**src/design/pslr_defines.vh**
```
// pslr_defines.vh: offsets, field positions, reset values and timing counts
// assumes: included by bare name from the design files; definitions only
`ifndef PSLR_DEFINES_VH
`define PSLR_DEFINES_VH
// clock rate and wake timing
`define PSLR_CLK_PERIOD_NS      10
`define PSLR_WAKE_TO_OUTPUT_NS  20
// wake interval in clocks: 20 ns at a 10 ns period, sized for the 2-bit counter
`define PSLR_WAKE_CYCLES        2'h2
// apb register byte offsets
`define PSLR_OFF_CTRL    12'h000
`define PSLR_OFF_STATUS  12'h004
`define PSLR_OFF_MCFG    12'h008
`define PSLR_OFF_PRELOAD 12'h00C
`define PSLR_OFF_READBK  12'h010
`define PSLR_OFF_SIG_LO  12'h014
`define PSLR_OFF_SIG_HI  12'h018
`define PSLR_OFF_SECURE  12'h01C
`define PSLR_OFF_FUNC    12'h020
// ctrl fields
`define PSLR_CTRL_SLEEP_EN   0
`define PSLR_CTRL_MODE_LO    1
`define PSLR_CTRL_MODE_HI    2
// status fields
`define PSLR_ST_ASLEEP       0
`define PSLR_ST_WAKING       1
`define PSLR_ST_SECURED      2
`define PSLR_ST_PRELOAD_ERR  3
// architecture modes
`define PSLR_MODE_REG     2'h0
`define PSLR_MODE_CPLX    2'h1
`define PSLR_MODE_SIMPLE  2'h2
// macrocell kinds, two bits each in mcfg
`define PSLR_MC_REG_OUT   2'h0
`define PSLR_MC_COMB_IO   2'h1
`define PSLR_MC_COMB_OUT  2'h2
`define PSLR_MC_INPUT     2'h3
// reset values
`define PSLR_CTRL_RST     3'h0
`define PSLR_MCFG_RST     16'hFFFF
`define PSLR_SIG_RST      32'h00000000
`define PSLR_FUNC_RST     32'h00000000
`endif

```
**src/design/pslr_keeper.v**
```verilog
// pslr_keeper.v: bus-hold model for the eight i/o pins
// assumes: pin level resolved outside from the enables; one clock domain
`include "pslr_defines.vh"
module pslr_keeper (
  // clock and reset
  input  wire       pclk,
  input  wire       presetn,
  // pin sense
  input  wire [7:0] pin_in,      // level seen on the pin
  input  wire [7:0] pin_driven,  // high where some driver acts on the pin
  input  wire       hold_all,    // asleep: keep everything
  // kept level
  output reg  [7:0] pin_kept
);
  // hold the last driven level; an undriven pin never floats
  always @(posedge pclk or negedge presetn) begin
    if (!presetn) begin
      pin_kept <= 8'h00;
    end else begin
      pin_kept <= hold_all ? pin_kept
                           : ((pin_in & pin_driven) | (pin_kept & ~pin_driven));
    end
  end
endmodule

```
**src/design/pslr_core.v**
```verilog
// pslr_core.v: eight-macrocell array shell with sleep, preload and lock
// assumes: apb master on pclk; board inputs synchronous to pclk;
// the array's sum-of-products is stood in for by a software-written table
//
// Function
// - power-up clears every macrocell register
// - sleep pin high enters held state
// - sleep freezes output data, and state except for a preload write
// - outputs tri-stated at sleep stay tri-stated
// - during sleep all other inputs ignored
// - sleep pin is logic input when disabled
// - preload forces each register high or low
// - secured device refuses readback and preload
// - 64-bit signature readable even when secured
// - pins keep last level when undriven
// - macrocell kinds: reg, comb io, comb out, input
// - three architecture modes
// - registered mode uses common clock and oe
// - outputs refresh on the third clock after wake, one past the two-clock wake interval
//
// The implementer's own choices: the APB interface to the registers and the address map.
`include "pslr_defines.vh"
module pslr_core (
  // clock, enable and reset
  input  wire        pclk,
  input  wire        pclk_en,
  input  wire        presetn,
  // apb slave
  input  wire        psel,
  input  wire        penable,
  input  wire        pwrite,
  input  wire [11:0] paddr,
  input  wire [31:0] pwdata,
  output reg  [31:0] prdata,
  output wire        pready,
  output wire        pslverr,
  // board pins
  input  wire [7:0]  dedicated_in,     // plain array inputs
  input  wire        sleep_hold_pin,   // sleep control or spare input
  input  wire        array_clk,        // common register clock pin
  input  wire        array_oe_n,       // common output enable pin
  input  wire [7:0]  io_in,            // level on the eight i/o pins
  input  wire [7:0]  io_ext_drive,     // board drives the i/o pin
  output reg  [7:0]  io_out,           // macrocell output data
  output reg  [7:0]  io_oe,            // high while the cell drives its pin
  output wire [7:0]  io_kept,          // pin-keeper level
  output wire        asleep            // low-current held state
);
  // configuration state
  reg        sleep_en;        // sleep option configured
  reg [1:0]  arch_mode;       // architecture mode
  reg [15:0] mcfg;            // macrocell kinds, 2 bits per cell
  reg [31:0] sig_lo;          // user signature low word
  reg [31:0] sig_hi;          // user signature high word
  reg        secured;         // security fuse, one-way
  reg [31:0] func_tbl;        // four 4-bit input selects, cell n uses select n%4; bit 16+n inverts cell n, bit 24+n enables comb io
  reg        preload_err;     // sticky: preload refused while secured
  // array state
  reg [7:0]  mc_reg;          // macrocell registers
  reg        clk_prev;        // last sampled clock pin
  reg [7:0]  in_hold;         // inputs frozen for sleep
  reg [1:0]  wake_cnt;        // wake-to-output counter
  reg [7:0]  next_out;
  reg [7:0]  next_oe;
  reg [7:0]  next_reg;
  wire [7:0] kept;
  integer    i;

  // apb decode: zero wait states; unmapped address reports an error
  wire       acc     = psel & penable;
  wire       wr      = acc & pwrite & pclk_en;
  wire       mapped  = (paddr[11:6] == 6'h00) && (paddr[1:0] == 2'h0)
                       && (paddr[5:2] <= 4'h8);
  assign pready  = 1'b1;
  assign pslverr = acc & ~mapped;

  // sleep request: only honoured when the option is on
  wire       sleep_req = sleep_en & sleep_hold_pin;
  assign asleep = sleep_req;
  assign io_kept = kept;

  // macrocell kind of cell n
  function [1:0] mc_kind;
    input [15:0] cfg;
    input [2:0]  n;
    begin
      mc_kind = cfg[{n, 1'b0} +: 2];
    end
  endfunction

  // array term: pick one of sixteen inputs, optional invert
  function term;
    input [15:0] vec;
    input [3:0]  sel;
    input        inv;
    begin
      term = vec[sel] ^ inv;
    end
  endfunction

  // inputs seen by the array; frozen while asleep
  // the clock and oe pins never feed the array; in simple/complex modes they are ignored
  wire [7:0] live_in = {dedicated_in[7:1],
                        sleep_en ? dedicated_in[0] : sleep_hold_pin};
  always @(posedge pclk or negedge presetn) begin
    if (!presetn) begin
      in_hold <= 8'h00;
    end else if (pclk_en && !sleep_req) begin
      in_hold <= live_in;
    end
  end
  wire [15:0] arr_vec = {kept, in_hold};
  wire        pin_clk = (arch_mode == `PSLR_MODE_REG) ? array_clk : 1'b0;

  // next output data and enables for every cell
  always @* begin
    next_out = 8'h00;
    next_oe  = 8'h00;
    next_reg = mc_reg;
    for (i = 0; i < 8; i = i + 1) begin
      next_reg[i] = term(arr_vec, func_tbl[(i%4)*4 +: 4], func_tbl[16+i]);
      case (mc_kind(mcfg, i[2:0]))
        `PSLR_MC_REG_OUT: begin
          next_out[i] = ~mc_reg[i];                  // inverting output buffer
          next_oe[i]  = (arch_mode == `PSLR_MODE_REG) & ~array_oe_n;
        end
        `PSLR_MC_COMB_IO: begin
          next_out[i] = next_reg[i];
          next_oe[i]  = (arch_mode != `PSLR_MODE_SIMPLE) & func_tbl[24+i];
        end
        `PSLR_MC_COMB_OUT: begin
          next_out[i] = next_reg[i];
          next_oe[i]  = 1'b1;
        end
        default: begin
          next_out[i] = 1'b0;                        // dedicated input
          next_oe[i]  = 1'b0;
        end
      endcase
    end
  end

  // macrocell registers: power-up clear, preload, array clock
  always @(posedge pclk or negedge presetn) begin
    if (!presetn) begin
      mc_reg   <= 8'h00;
      clk_prev <= 1'b0;
    end else if (pclk_en) begin
      if (wr && paddr == `PSLR_OFF_PRELOAD && !secured) begin
        mc_reg <= pwdata[7:0];
      end else if (!sleep_req) begin
        clk_prev <= pin_clk;
        if (pin_clk && !clk_prev && arch_mode == `PSLR_MODE_REG) begin
          mc_reg <= next_reg;
        end
      end
    end
  end

  // output data and enables; held at their values while asleep
  always @(posedge pclk or negedge presetn) begin
    if (!presetn) begin
      io_out <= 8'hFF;
      io_oe  <= 8'h00;
    end else if (pclk_en && !sleep_req && wake_cnt == 2'h0) begin
      io_out <= next_out;
      io_oe  <= next_oe;
    end
  end

  // wake counter: outputs refresh once the wake interval has run
  always @(posedge pclk or negedge presetn) begin
    if (!presetn) begin
      wake_cnt <= 2'h0;
    end else if (pclk_en) begin
      if (sleep_req) begin
        wake_cnt <= `PSLR_WAKE_CYCLES;
      end else if (wake_cnt != 2'h0) begin
        wake_cnt <= wake_cnt - 2'h1;
      end
    end
  end

  // register writes
  always @(posedge pclk or negedge presetn) begin
    if (!presetn) begin
      sleep_en    <= 1'b0;
      arch_mode   <= `PSLR_MODE_REG;
      mcfg        <= `PSLR_MCFG_RST;
      sig_lo      <= `PSLR_SIG_RST;
      sig_hi      <= `PSLR_SIG_RST;
      secured     <= 1'b0;
      func_tbl    <= `PSLR_FUNC_RST;
      preload_err <= 1'b0;
    end else if (wr) begin
      case (paddr)
        `PSLR_OFF_CTRL: begin
          if (!secured) begin
            sleep_en  <= pwdata[`PSLR_CTRL_SLEEP_EN];
            // the fourth encoding is not a mode; keep the old one
            if (pwdata[`PSLR_CTRL_MODE_HI:`PSLR_CTRL_MODE_LO] != 2'h3) begin
              arch_mode <= pwdata[`PSLR_CTRL_MODE_HI:`PSLR_CTRL_MODE_LO];
            end
          end
        end
        `PSLR_OFF_STATUS: begin
          if (pwdata[`PSLR_ST_PRELOAD_ERR]) begin
            preload_err <= 1'b0;                     // write one to clear
          end
        end
        `PSLR_OFF_MCFG: begin
          if (!secured) begin
            mcfg <= pwdata[15:0];
          end
        end
        `PSLR_OFF_PRELOAD: begin
          if (secured) begin
            preload_err <= 1'b1;
          end
        end
        `PSLR_OFF_SIG_LO: begin
          sig_lo <= pwdata;
        end
        `PSLR_OFF_SIG_HI: begin
          sig_hi <= pwdata;
        end
        `PSLR_OFF_SECURE: begin
          // one-way: once set only a reset clears it, effect immediate
          if (pwdata[0]) begin
            secured <= 1'b1;
          end
        end
        `PSLR_OFF_FUNC: begin
          if (!secured) begin
            func_tbl <= pwdata;
          end
        end
        default: begin
          secured <= secured;
        end
      endcase
    end
  end

  // read mux: configuration readback blanks once secured
  always @(posedge pclk or negedge presetn) begin
    if (!presetn) begin
      prdata <= 32'h00000000;
    end else if (pclk_en && psel && !penable && !pwrite) begin
      case (paddr)
        `PSLR_OFF_CTRL:    prdata <= secured ? 32'h00000000
                                    : {29'h0, arch_mode, sleep_en};
        `PSLR_OFF_STATUS:  prdata <= {28'h0, preload_err, secured,
                                     (wake_cnt != 2'h0), sleep_req};
        `PSLR_OFF_MCFG:    prdata <= secured ? 32'h00000000 : {16'h0, mcfg};
        `PSLR_OFF_READBK:  prdata <= secured ? 32'h00000000 : {24'h0, mc_reg};
        `PSLR_OFF_SIG_LO:  prdata <= sig_lo;
        `PSLR_OFF_SIG_HI:  prdata <= sig_hi;
        `PSLR_OFF_SECURE:  prdata <= {31'h0, secured};
        `PSLR_OFF_FUNC:    prdata <= secured ? 32'h00000000 : func_tbl;
        default:           prdata <= 32'h00000000;
      endcase
    end
  end

  // pin keepers on the eight i/o pins
  pslr_keeper u_keeper (
    .pclk       (pclk),
    .presetn    (presetn),
    .pin_in     (io_in),
    .pin_driven (io_ext_drive | io_oe),
    .hold_all   (sleep_req | ~pclk_en),
    .pin_kept   (kept)
  );
endmodule

```
**config.mk**
```make
export PLATFORM = sky130hd
export DESIGN_NAME = pslr_core
export DESIGN_NICKNAME = d
export VERILOG_FILES = /design/src/design/pslr_keeper.v /design/src/design/pslr_core.v
export VERILOG_INCLUDE_DIRS = /design/src /design/src/design
export SDC_FILE = /design/constraint.sdc
export NUM_CORES = 1
export LEC_CHECK = 0
export BUFFER_PORTS_ARGS = -buffer_cell sky130_fd_sc_hd__buf_4
export CAP_MARGIN = 20
export CORE_MARGIN = 2
export CORE_UTILIZATION = 55
export CTS_CLUSTER_DIAMETER = 60
export DETAILED_ROUTE_END_ITERATION = 12
export GPL_TIMING_DRIVEN = 0
export PLACE_DENSITY = 0.87
export SLEW_MARGIN = 20
export SYNTH_ARGS = -nofsm -noshare
export SYNTH_HDL_FRONTEND = slang
export SYNTH_SLANG_ARGS = --single-unit
export TNS_END_PERCENT = 1
```
**constraint.sdc**
```tcl
create_clock -name pclk -period 3.95 [get_ports pclk]
set_clock_uncertainty 0.15 [all_clocks]
set_input_delay 0.79 -clock pclk [delete_from_list [all_inputs] [get_ports pclk]]
set_output_delay 0.79 -clock pclk [all_outputs]
set_load 0.1 [all_outputs]
```
==> impl_metrics.csv, run 1 <==
group,metric,value,unit
detailed_routing,ant_nets,0,
logic_synthesis,synthTopCellsByCount,"168 x dfrtp_1, 106 x mux2_2, 101 x nand2_1",
clock_network,cts_setup_buffers,0,
floorplanning,io_pins,136,
setup_path,arrival,2.23,ns
grt,grt_overflow,0,
clock_network,clock_sinks,192,
pwr,power.leakage,5.55,nW
detailed_routing,wl,28100,µm
sta,setup_viol_count_final,0,
clock_network,cts_buffers,17,
setup_path,r2r_start,"secured$_DFFE_PN0P_",
logic_synthesis,synth_most_common_cell,"dfrtp_1",
detailed_routing,vias,7896,
logic_synthesis,yosys_warnings,0,
setup_path,slowest_stage,"nor4_4",
layout,layout-drive-gt1-share,34.9,%
sta,worst_pin_slew,0.864,ns
floorplanning,die_w,137,µm
logic_synthesis,synth.area.top_cells,"dfrtp_1 44%, mux2_2 12%, dfstp_2 6.5%",
setup_path,worstPathMaxFanout,10,
clock_network,cts_tree,"yes",
logic_synthesis,synthCells,840,
floorplanning,start_util,56.1,%
logic_synthesis,syn-num-nets,950,
sta,hold_viol,0,
sta,fmax,316,MHz
detailed_routing,viasPerCell,6.41,
setup_path,crit_top_cell,"buf_4",
logic_synthesis,ys_types,56,
grt,grt_pass1_vias,7833,
setup_path,critPathLaunchType,"input pin",
run_status,status,"finished clean",
placement,dp_hpwl,19800,µm
layout,n_antenna_cell,0,
logic_synthesis,synth_top_area_share,43.5,%
detailed_routing,firstDrtPassIters,8,
sta,maxSlewHeadroom,42.1,%
floorplanning,rows,48,
logic_synthesis,ys_seq_area_share,50.0,%
sta,slew_violations,0,
grt,grt_usage,31.0,%
logic_synthesis,async_reset_ff_share,100,%
run,drv_cap,0,
clock_network,ctsRootBufferMaster,"clkbuf_16",
sta,final.period_utilization,80.1,%
pwr,vdd_drop_max,0.000331,V
layout,nNetsFinal,1104,
clock_network,clk_pin_slew,0.07,ns
floorplanning,dieArea,0.0186,mm²
setup_path,cp_slowest_stage_delay,0.39,ns
detailed_routing,drtIter0Drc,921,
sta,period_minus_slack,3.17,ns
grt,grt_max_degree,99,
placement,numPortBuffers,134,
clock_network,htree_levels,4,
detailed_routing,drc,0,
grt,grt_pass1_wl,43300,µm
grt,antenna_found_initial,0,
pwr,p_per_area,382,mW/mm²
layout,fin_area,0.0116,mm²
layout,syn_to_final_growth,20.3,%
clock_network,clk_latency,0.44,ns
sta,hold_slack,0.220,ns
setup_path,crit_path_end_kind,"output port",
logic_synthesis,synth_top_flop_cell,"dfrtp_1",
floorplanning,die_y,137,µm
clock_network,cts_resized,0,
setup_path,crit_start,"paddr[4]",
sta,rsz0062_at_grt,"false",
logic_synthesis,syn_area,0.00966,mm²
clock_network,clockBufferDepth,2,
floorplanning,coreArea,0.0172,mm²
clock_network,hold_buffers,0,
worst_hold_path,min_path_type,"input pin to async pin",
sta,setup_tns,0,ns
setup_path,cp_cell_sequence,"buf_4 > buf_2 > nor4_4 > nor2b_1 > o21ai_0 > and3_1 > buf_4",
setup_path,crit_required,3.01,ns
detailed_routing,routedWlPerCell,22.8,µm
placement,placed_area,0.0110,mm²
logic_synthesis,syn_avg_cell_area,11.5,µm²
logic_synthesis,ys_ff_latch,192,
logic_synthesis,synth_area_leader_cell,"dfrtp_1",
logic_synthesis,synth-edff-count,0,
setup_path,path_class,"input pin to output port",
placement,gp_congestion,0.999,
==> per-layer routing <==
layer / track usage, % / wire length [µm] / up-vias
met4: 13.9 / 1030 / 0
met2: 49.1 / 13300 / 481
met1: 41.3 / 11000 / 3937
li1: - / - / 3392
met5: 0 / 0 / -
met3: 6.78 / 2730 / 86
==> critical path: cells and delay by family <==
kind | cells | cell delay [ns]
AOI/OAI and AO/OA | 1 | 0.10
buffers and inverters | 3 | 0.52
and+or+nand+nor | 3 | 0.81
==> layout by cell type, fill, tap and decap left out, drive strengths merged, types with 6 or more instances in the layout <==
cell	synthesis	final
nand3	9	9
nand2	101	101
xnor2	8	8
nor2	28	28
nor4b	8	8
mux2i	21	21
a22o	12	12
a222oi	20	20
inv	33	36
o21ai	71	71
a31o	8	8
clkbuf	21	40
buf	29	164
o41ai	8	8
or3	6	6
o31ai	9	9
a21oi	18	18
a22oi	11	11
mux4	11	11
ha	33	33
nor2b	14	14
nand4b	6	6
a221oi	17	17
dfrtp	168	168
dfstp	24	24
mux2	107	107
==> kinds of logic (layout without fill, tap and decap cells) <==
family | after synthesis | in the layout | synth area share, %
buf+inv | 83 | 249 | 3.87
flops | 192 | 192 | 50.0
xor+xnor | 8 | 8 | 0.725
compound gates | 183 | 183 | 13.3
other cells | 1 | 1 | 0.0388
fa+ha+maj | 33 | 33 | 4.27
simple gates | 201 | 201 | 10.4
mux | 139 | 139 | 17.3
==> worst paths after layout <==
path                                               end  slack (ns)  cells after the start
setup / recovery                               pslverr        0.78                      7
hold / removal                  prdata[15]$_DFFE_PN0P_        0.22                      1
setup reg to reg               func_tbl[5]$_DFFE_PN0P_        1.36                      4
hold reg to reg                  prdata[0]$_DFFE_PN0P_        0.34                      2
max in group asynchronous  mc_kind.cfg[10]$_DFFE_PN1P_        2.51                      2
min in group pclk                prdata[0]$_DFFE_PN0P_        0.34                      2
==> power by group <==
| part | switching, mW | internal (mW) |
|---|---|---|
| clock | 0.769 | 1.10 |
| sequential | 0.0642 | 2.02 |
| combinational | 0.328 | 0.171 |
| total | 1.16 | 3.28 |
==> through the flow <==
stage               power, mW  worst slack, ns  cells  util, %
detailed placement       2.60            0.801   1200     63.8
global placement         2.58            0.727   1199     63.5
finish                   4.44            0.785   1231     67.4
CTS                      4.43            0.793   1231     67.4
floorplan                2.37            0.932    840        -
global route             4.57            0.710   1231     67.4
==> final cells by class <==
type	instances	area, µm²
timing repair buffer	135	1040
clock buffer	19	453
clock inverter	12	181
tap	225	282
buffer	50	250
inverter	33	124
sequential	192	4830
multi-input combinational	565	4460
fill	1249	5610
No activity file was read; power rests on OpenSTA's default activity.
==> inputs of run 2 (changes only) <==
- clock period: 3.95 -> 3.25 ns (I/O delays scaled with it)
==> impl_metrics.csv, run 2 (synthesis gave the netlist of run 1 again) <==
group,metric,value,unit
run,drv_cap,0,
layout,utilization,67.4,%
layout,syn_to_final_growth,20.3,%
sta,hold_viol,0,
clock_network,clk_latency,0.44,ns
grt,antenna_found_initial,0,
sta,setup_viol_count_final,0,
floorplanning,die_y,137,µm
worst_hold_path,min_path_type,"input pin to async pin",
sta,rsz0062_at_grt,"false",
detailed_routing,vias,7900,
setup_path,path_class,"input pin to output port",
layout,final_common_cell,"dfrtp_1",
detailed_routing,drc,0,
sta,final.period_utilization,88.9,%
clock_network,clock_sinks,192,
sta,fmax,346,MHz
grt,grt_pass1_vias,7838,
setup_path,arrival,2.09,ns
sta,worst_pin_slew,0.846,ns
setup_path,critPathLaunchType,"input pin",
placement,numPortBuffers,134,
detailed_routing,routedWlPerCell,22.8,µm
pwr,totalPowerFinal,5.40,mW
grt,grt_max_degree,99,
pwr,p_per_area,465,mW/mm²
layout,final_cell_mix,"168 x dfrtp_1, 141 x buf_4, 106 x mux2_2",
clock_network,cts_setup_buffers,0,
clock_network,cts_tree,"yes",
pwr,p_int,3.99,mW
detailed_routing,drtIter0Drc,943,
placement,dpl_worst_slack,0.294,ns
pwr,power.leakage,5.55,nW
sta,period_minus_slack,2.89,ns
clock_network,ctsRootBufferMaster,"clkbuf_16",
pwr,pwr-share-seq,46.8,%
placement,dp_hpwl,19800,µm
floorplanning,start_util,56.1,%
layout,n_antenna_cell,0,
pwr,clkPwrFrac,42.0,%
floorplanning,io_pins,136,
clock_network,clockBufferDepth,2,
floorplanning,rows,48,
floorplanning,die_w,137,µm
layout,layout-drive-gt1-share,34.9,%
grt,grt_usage,31.0,%
setup_path,crit_path_end_kind,"output port",
pwr,power_switching,1.41,mW
sta,setup_ws,0.359,ns
clock_network,clk_pin_slew,0.07,ns
run_status,status,"finished clean",
pwr,vdd_drop_max,0.000405,V
pwr,netSwitchingFraction,26.2,%
floorplanning,dieArea,0.0186,mm²
setup_path,crit_required,2.45,ns
clock_network,cts_resized,0,
detailed_routing,viasPerCell,6.42,
clock_network,htree_levels,4,
sta,maxSlewHeadroom,43.3,%
detailed_routing,wl,28100,µm
setup_path,worstPathMaxFanout,10,
grt,grt_overflow,0,
detailed_routing,ant_nets,0,
sta,setup_tns,0,ns
grt,grt_pass1_wl,43300,µm
clock_network,hold_buffers,0,
layout,nNetsFinal,1104,
pwr,pwr-share-comb,11.2,%
clock_network,cts_buffers,17,
sta,slew_violations,0,
detailed_routing,firstDrtPassIters,7,
placement,gp_congestion,0.999,
floorplanning,coreArea,0.0172,mm²
## run 2: cell counts in the layout (fill, tap and decap cells not counted)
Identical to the previous run, type by type.
## run 2: cell type report
cell class	instances	area, µm²
flip-flops and latches	192	4830
clock buffers	19	453
well taps	225	282
repair buffers	135	1040
clock inverters	12	181
fillers	1249	5610
multi-input cells	565	4460
plain buffers	50	250
inverters	33	124
## run 2: critical path, stage by stage
cell	delay [ns]
buf_4	0.11
buf_2	0.18
nor4_4	0.39
nor2b_1	0.21
o21ai_0	0.10
and3_1	0.22
buf_4	0.23
## run 2: through the flow
stage                     hold WS [ns]  std cells  area (µm²)
after floorplan                  0.204        840        9660
after CTS                        0.105       1231       11600
final                           0.0804       1231       11600
after global placement           0.317       1199       10900
after detailed placement         0.324       1200       11000
after global routing             0.132       1231       11600
## run 2: layer usage
metal	up-vias	part of all wire, %	wire length, µm	GRT usage (%)
li1	3396	-	-	-
met1	3923	39	11100	41.2
met2	486	47	13200	49.1
met3	95	9.3	2620	6.59
met4	0	4.1	1170	13.8
met5	-	0	0	0
## run 2: worst paths after layout
check | start | slack (ns) | depth (start not counted) | endpoint
min in group pclk | dedicated_in[3] | 0.24 | 3 | in_hold[3]$_DFFE_PN0P_
max in group asynchronous | presetn | 1.95 | 2 | mc_kind.cfg[9]$_DFFE_PN1P_
worst max register to register | secured$_DFFE_PN0P_ | 0.69 | 4 | func_tbl[5]$_DFFE_PN0P_
worst max-delay path | paddr[4] | 0.36 | 7 | pslverr
worst min-delay path | presetn | 0.08 | 1 | prdata[15]$_DFFE_PN0P_
worst min register to register | prdata[0]$_DFFE_PN0P_ | 0.34 | 2 | prdata[0]$_DFFE_PN0P_
## run 2: power by group through the flow
stage	Sequential (mW)	Combinational [mW]	Clock, mW
CTS	2.52	0.600	2.27
floorplan	2.64	0.241	0
global placement	2.56	0.574	0
global route	2.53	0.643	2.37
finish	2.53	0.605	2.27
detailed placement	2.56	0.597	0
==> inputs of run 3 (changes only) <==
- CORE_UTILIZATION: 55 -> 58
- CTS_BUF_LIST: not set -> sky130_fd_sc_hd__clkbuf_8 sky130_fd_sc_hd__clkbuf_16
- PLACE_DENSITY: 0.87 -> 0.9
==> impl_metrics.csv, run 3 (synthesis gave the netlist of run 1 again) <==
group,metric,value,unit
setup_path,slowest_stage,"nor4_4",
clock_network,cts_setup_buffers,0,
floorplanning,coreArea,0.0164,mm²
floorplanning,io_pins,136,
clock_network,clock_sinks,192,
layout,stdcell_count,1229,
layout,final_cell_mix,"168 x dfrtp_1, 141 x buf_4, 106 x mux2_2",
detailed_routing,routed.top_layer,"met4",
sta,setup_viol_count_final,0,
pwr,vdd_drop_max,0.000448,V
floorplanning,die_y,133,µm
setup_path,crit_top_cell,"buf_4",
clock_network,ctsRootBufferMaster,"clkbuf_16",
setup_path,critPathLaunchType,"input pin",
worst_hold_path,min_path_type,"input pin to flip-flop",
detailed_routing,vias,7962,
grt,grt_max_degree,87,
detailed_routing,wl,28900,µm
setup_path,crit_required,2.45,ns
detailed_routing,ant_nets,0,
sta,fmax,349,MHz
clock_network,cts_tree,"yes",
setup_path,reg2regPathDepth,5,
sta,final.period_utilization,88.3,%
clock_network,clk_latency,0.45,ns
detailed_routing,met1_length,10600,µm
setup_path,cp_slowest_stage_delay,0.39,ns
sta,period_minus_slack,2.87,ns
setup_path,crit_path_end_kind,"output port",
detailed_routing,routedWlPerCell,23.5,µm
setup_path,r2r_slack,0.75,ns
sta,slew_violations,0,
placement,dp_hpwl,20200,µm
clock_network,cts_buffers,17,
sta,worst_pin_slew,0.950,ns
setup_path,cp_cell_sequence,"buf_4 > buf_2 > nor4_4 > nor2b_1 > o21ai_0 > and3_1 > buf_4",
grt,grt_pass1_wl,45300,µm
run,drv_cap,0,
detailed_routing,drc,0,
detailed_routing,firstDrtPassIters,6,
sta,rsz0062_at_grt,"false",
clock_network,htree_levels,4,
run_status,status,"finished clean",
layout,multiInputGateArea,0.00446,mm²
setup_path,arrival,2.07,ns
floorplanning,start_util,58.9,%
floorplanning,dieArea,0.0177,mm²
sta,maxSlewHeadroom,36.3,%
setup_path,rr_endpoint,"mc_kind.cfg[12]$_DFFE_PN1P_",
clock_network,clk_pin_slew,0.08,ns
grt,grt_pass1_vias,8095,
pwr,p_per_area,462,mW/mm²
placement,numPortBuffers,134,
detailed_routing,met2WireLength,13500,µm
floorplanning,die_w,133,µm
setup_path,endpoint,"pslverr",
layout,final_common_cell,"dfrtp_1",
setup_path,r2r_start,"secured$_DFFE_PN0P_",
detailed_routing,met3_length,3270,µm
sta,hold_viol,0,
layout,utilization,71.0,%
setup_path,worstPathMaxFanout,10,
layout,syn_to_final_growth,20.6,%
grt,grt_overflow,0,
layout,layout-drive-gt1-share,35.0,%
pwr,power.leakage,5.57,nW
sta,setup_tns,0,ns
grt,antenna_found_initial,0,
setup_path,crit_start,"paddr[4]",
layout,nNetsFinal,1106,
clock_network,clockBufferDepth,2,
grt,grt_usage,33.7,%
layout,regArea,0.00483,mm²
floorplanning,rows,47,
setup_path,path_class,"input pin to output port",
layout,fill_cells,1120,
detailed_routing,viasPerCell,6.48,
layout,n_antenna_cell,0,
sta,hold_slack,0.241,ns
placement,gp_congestion,0.926,
detailed_routing,drtIter0Drc,848,
placement,post-place-cells,1196,
==> run 3: cell types whose count changed in the layout (fill, tap and decap cells not counted) <==
cell / change
buf_16: +1
bufinv_16: -2
clkbuf_8: +1
clkinv_2: -2
clkinv_4: +1
clkinv_8: +1
clkinvlp_4: -1
dlygate4sd3_1: +1
inv_6: -1
inv_8: +4
==> run 3: worst min path at each step <==
stage                           start                     end  slack, ns  cells after the start
2_1_floorplan                 presetn               async pin       0.20                      0
4_1_cts               dedicated_in[6]  in_hold[6]$_DFFE_PN0P_       0.23                      3
6_report              dedicated_in[6]  in_hold[6]$_DFFE_PN0P_       0.24                      3
3_5_place_dp   prdata[11]$_DFFE_PN0P_  prdata[11]$_DFFE_PN0P_       0.33                      2
3_3_place_gp    prdata[5]$_DFFE_PN0P_   prdata[5]$_DFFE_PN0P_       0.32                      2
5_1_grt               dedicated_in[5]  in_hold[5]$_DFFE_PN0P_       0.24                      3
==> run 3: power by group <==
part	switching, mW	total (mW)	internal [mW]
sequential	0.0782	2.53	2.45
clock	1.01	2.24	1.23
combinational	0.409	0.621	0.213
total	1.50	5.39	3.89
==> run 3: final cells by class <==
type | instances | share of cell area, %
inverters | 33 | 1.06
multi-input cells | 565 | 38.3
flip-flops and latches | 192 | 41.5
plain buffers | 50 | 2.15
clock buffers | 20 | 4.01
repair buffers | 137 | 9.26
well taps | 220 | 2.36
clock inverters | 12 | 1.42
==> run 3: per-stage QoR <==
stage	cell area [µm²]	setup WS, ns	total power [mW]
global route	11700	0.271	5.53
detailed placement	11000	0.231	3.17
global placement	10900	0.158	3.14
CTS	11700	0.392	5.37
floorplan	9660	0.512	2.88
finish	11700	0.382	5.39
==> run 3: timing repair <==
item	in CTS	in global routing
hold endpoints to repair	17	0
resized for setup	0	0
hold buffers	1	0
==> run 3: layer usage <==
layer / vias to the layer above / global-route usage (%)
met4: 0 / 17.3
li1: 3387 / -
met1: 3902 / 42.2
met5: - / 0
met3: 135 / 10.6
met2: 538 / 52.9
==> run 3: critical path: cells and delay by family <==
kind,cells,cell delay (ns)
buf+inv,3,0.53
simple gates,3,0.80
compound gates,1,0.09
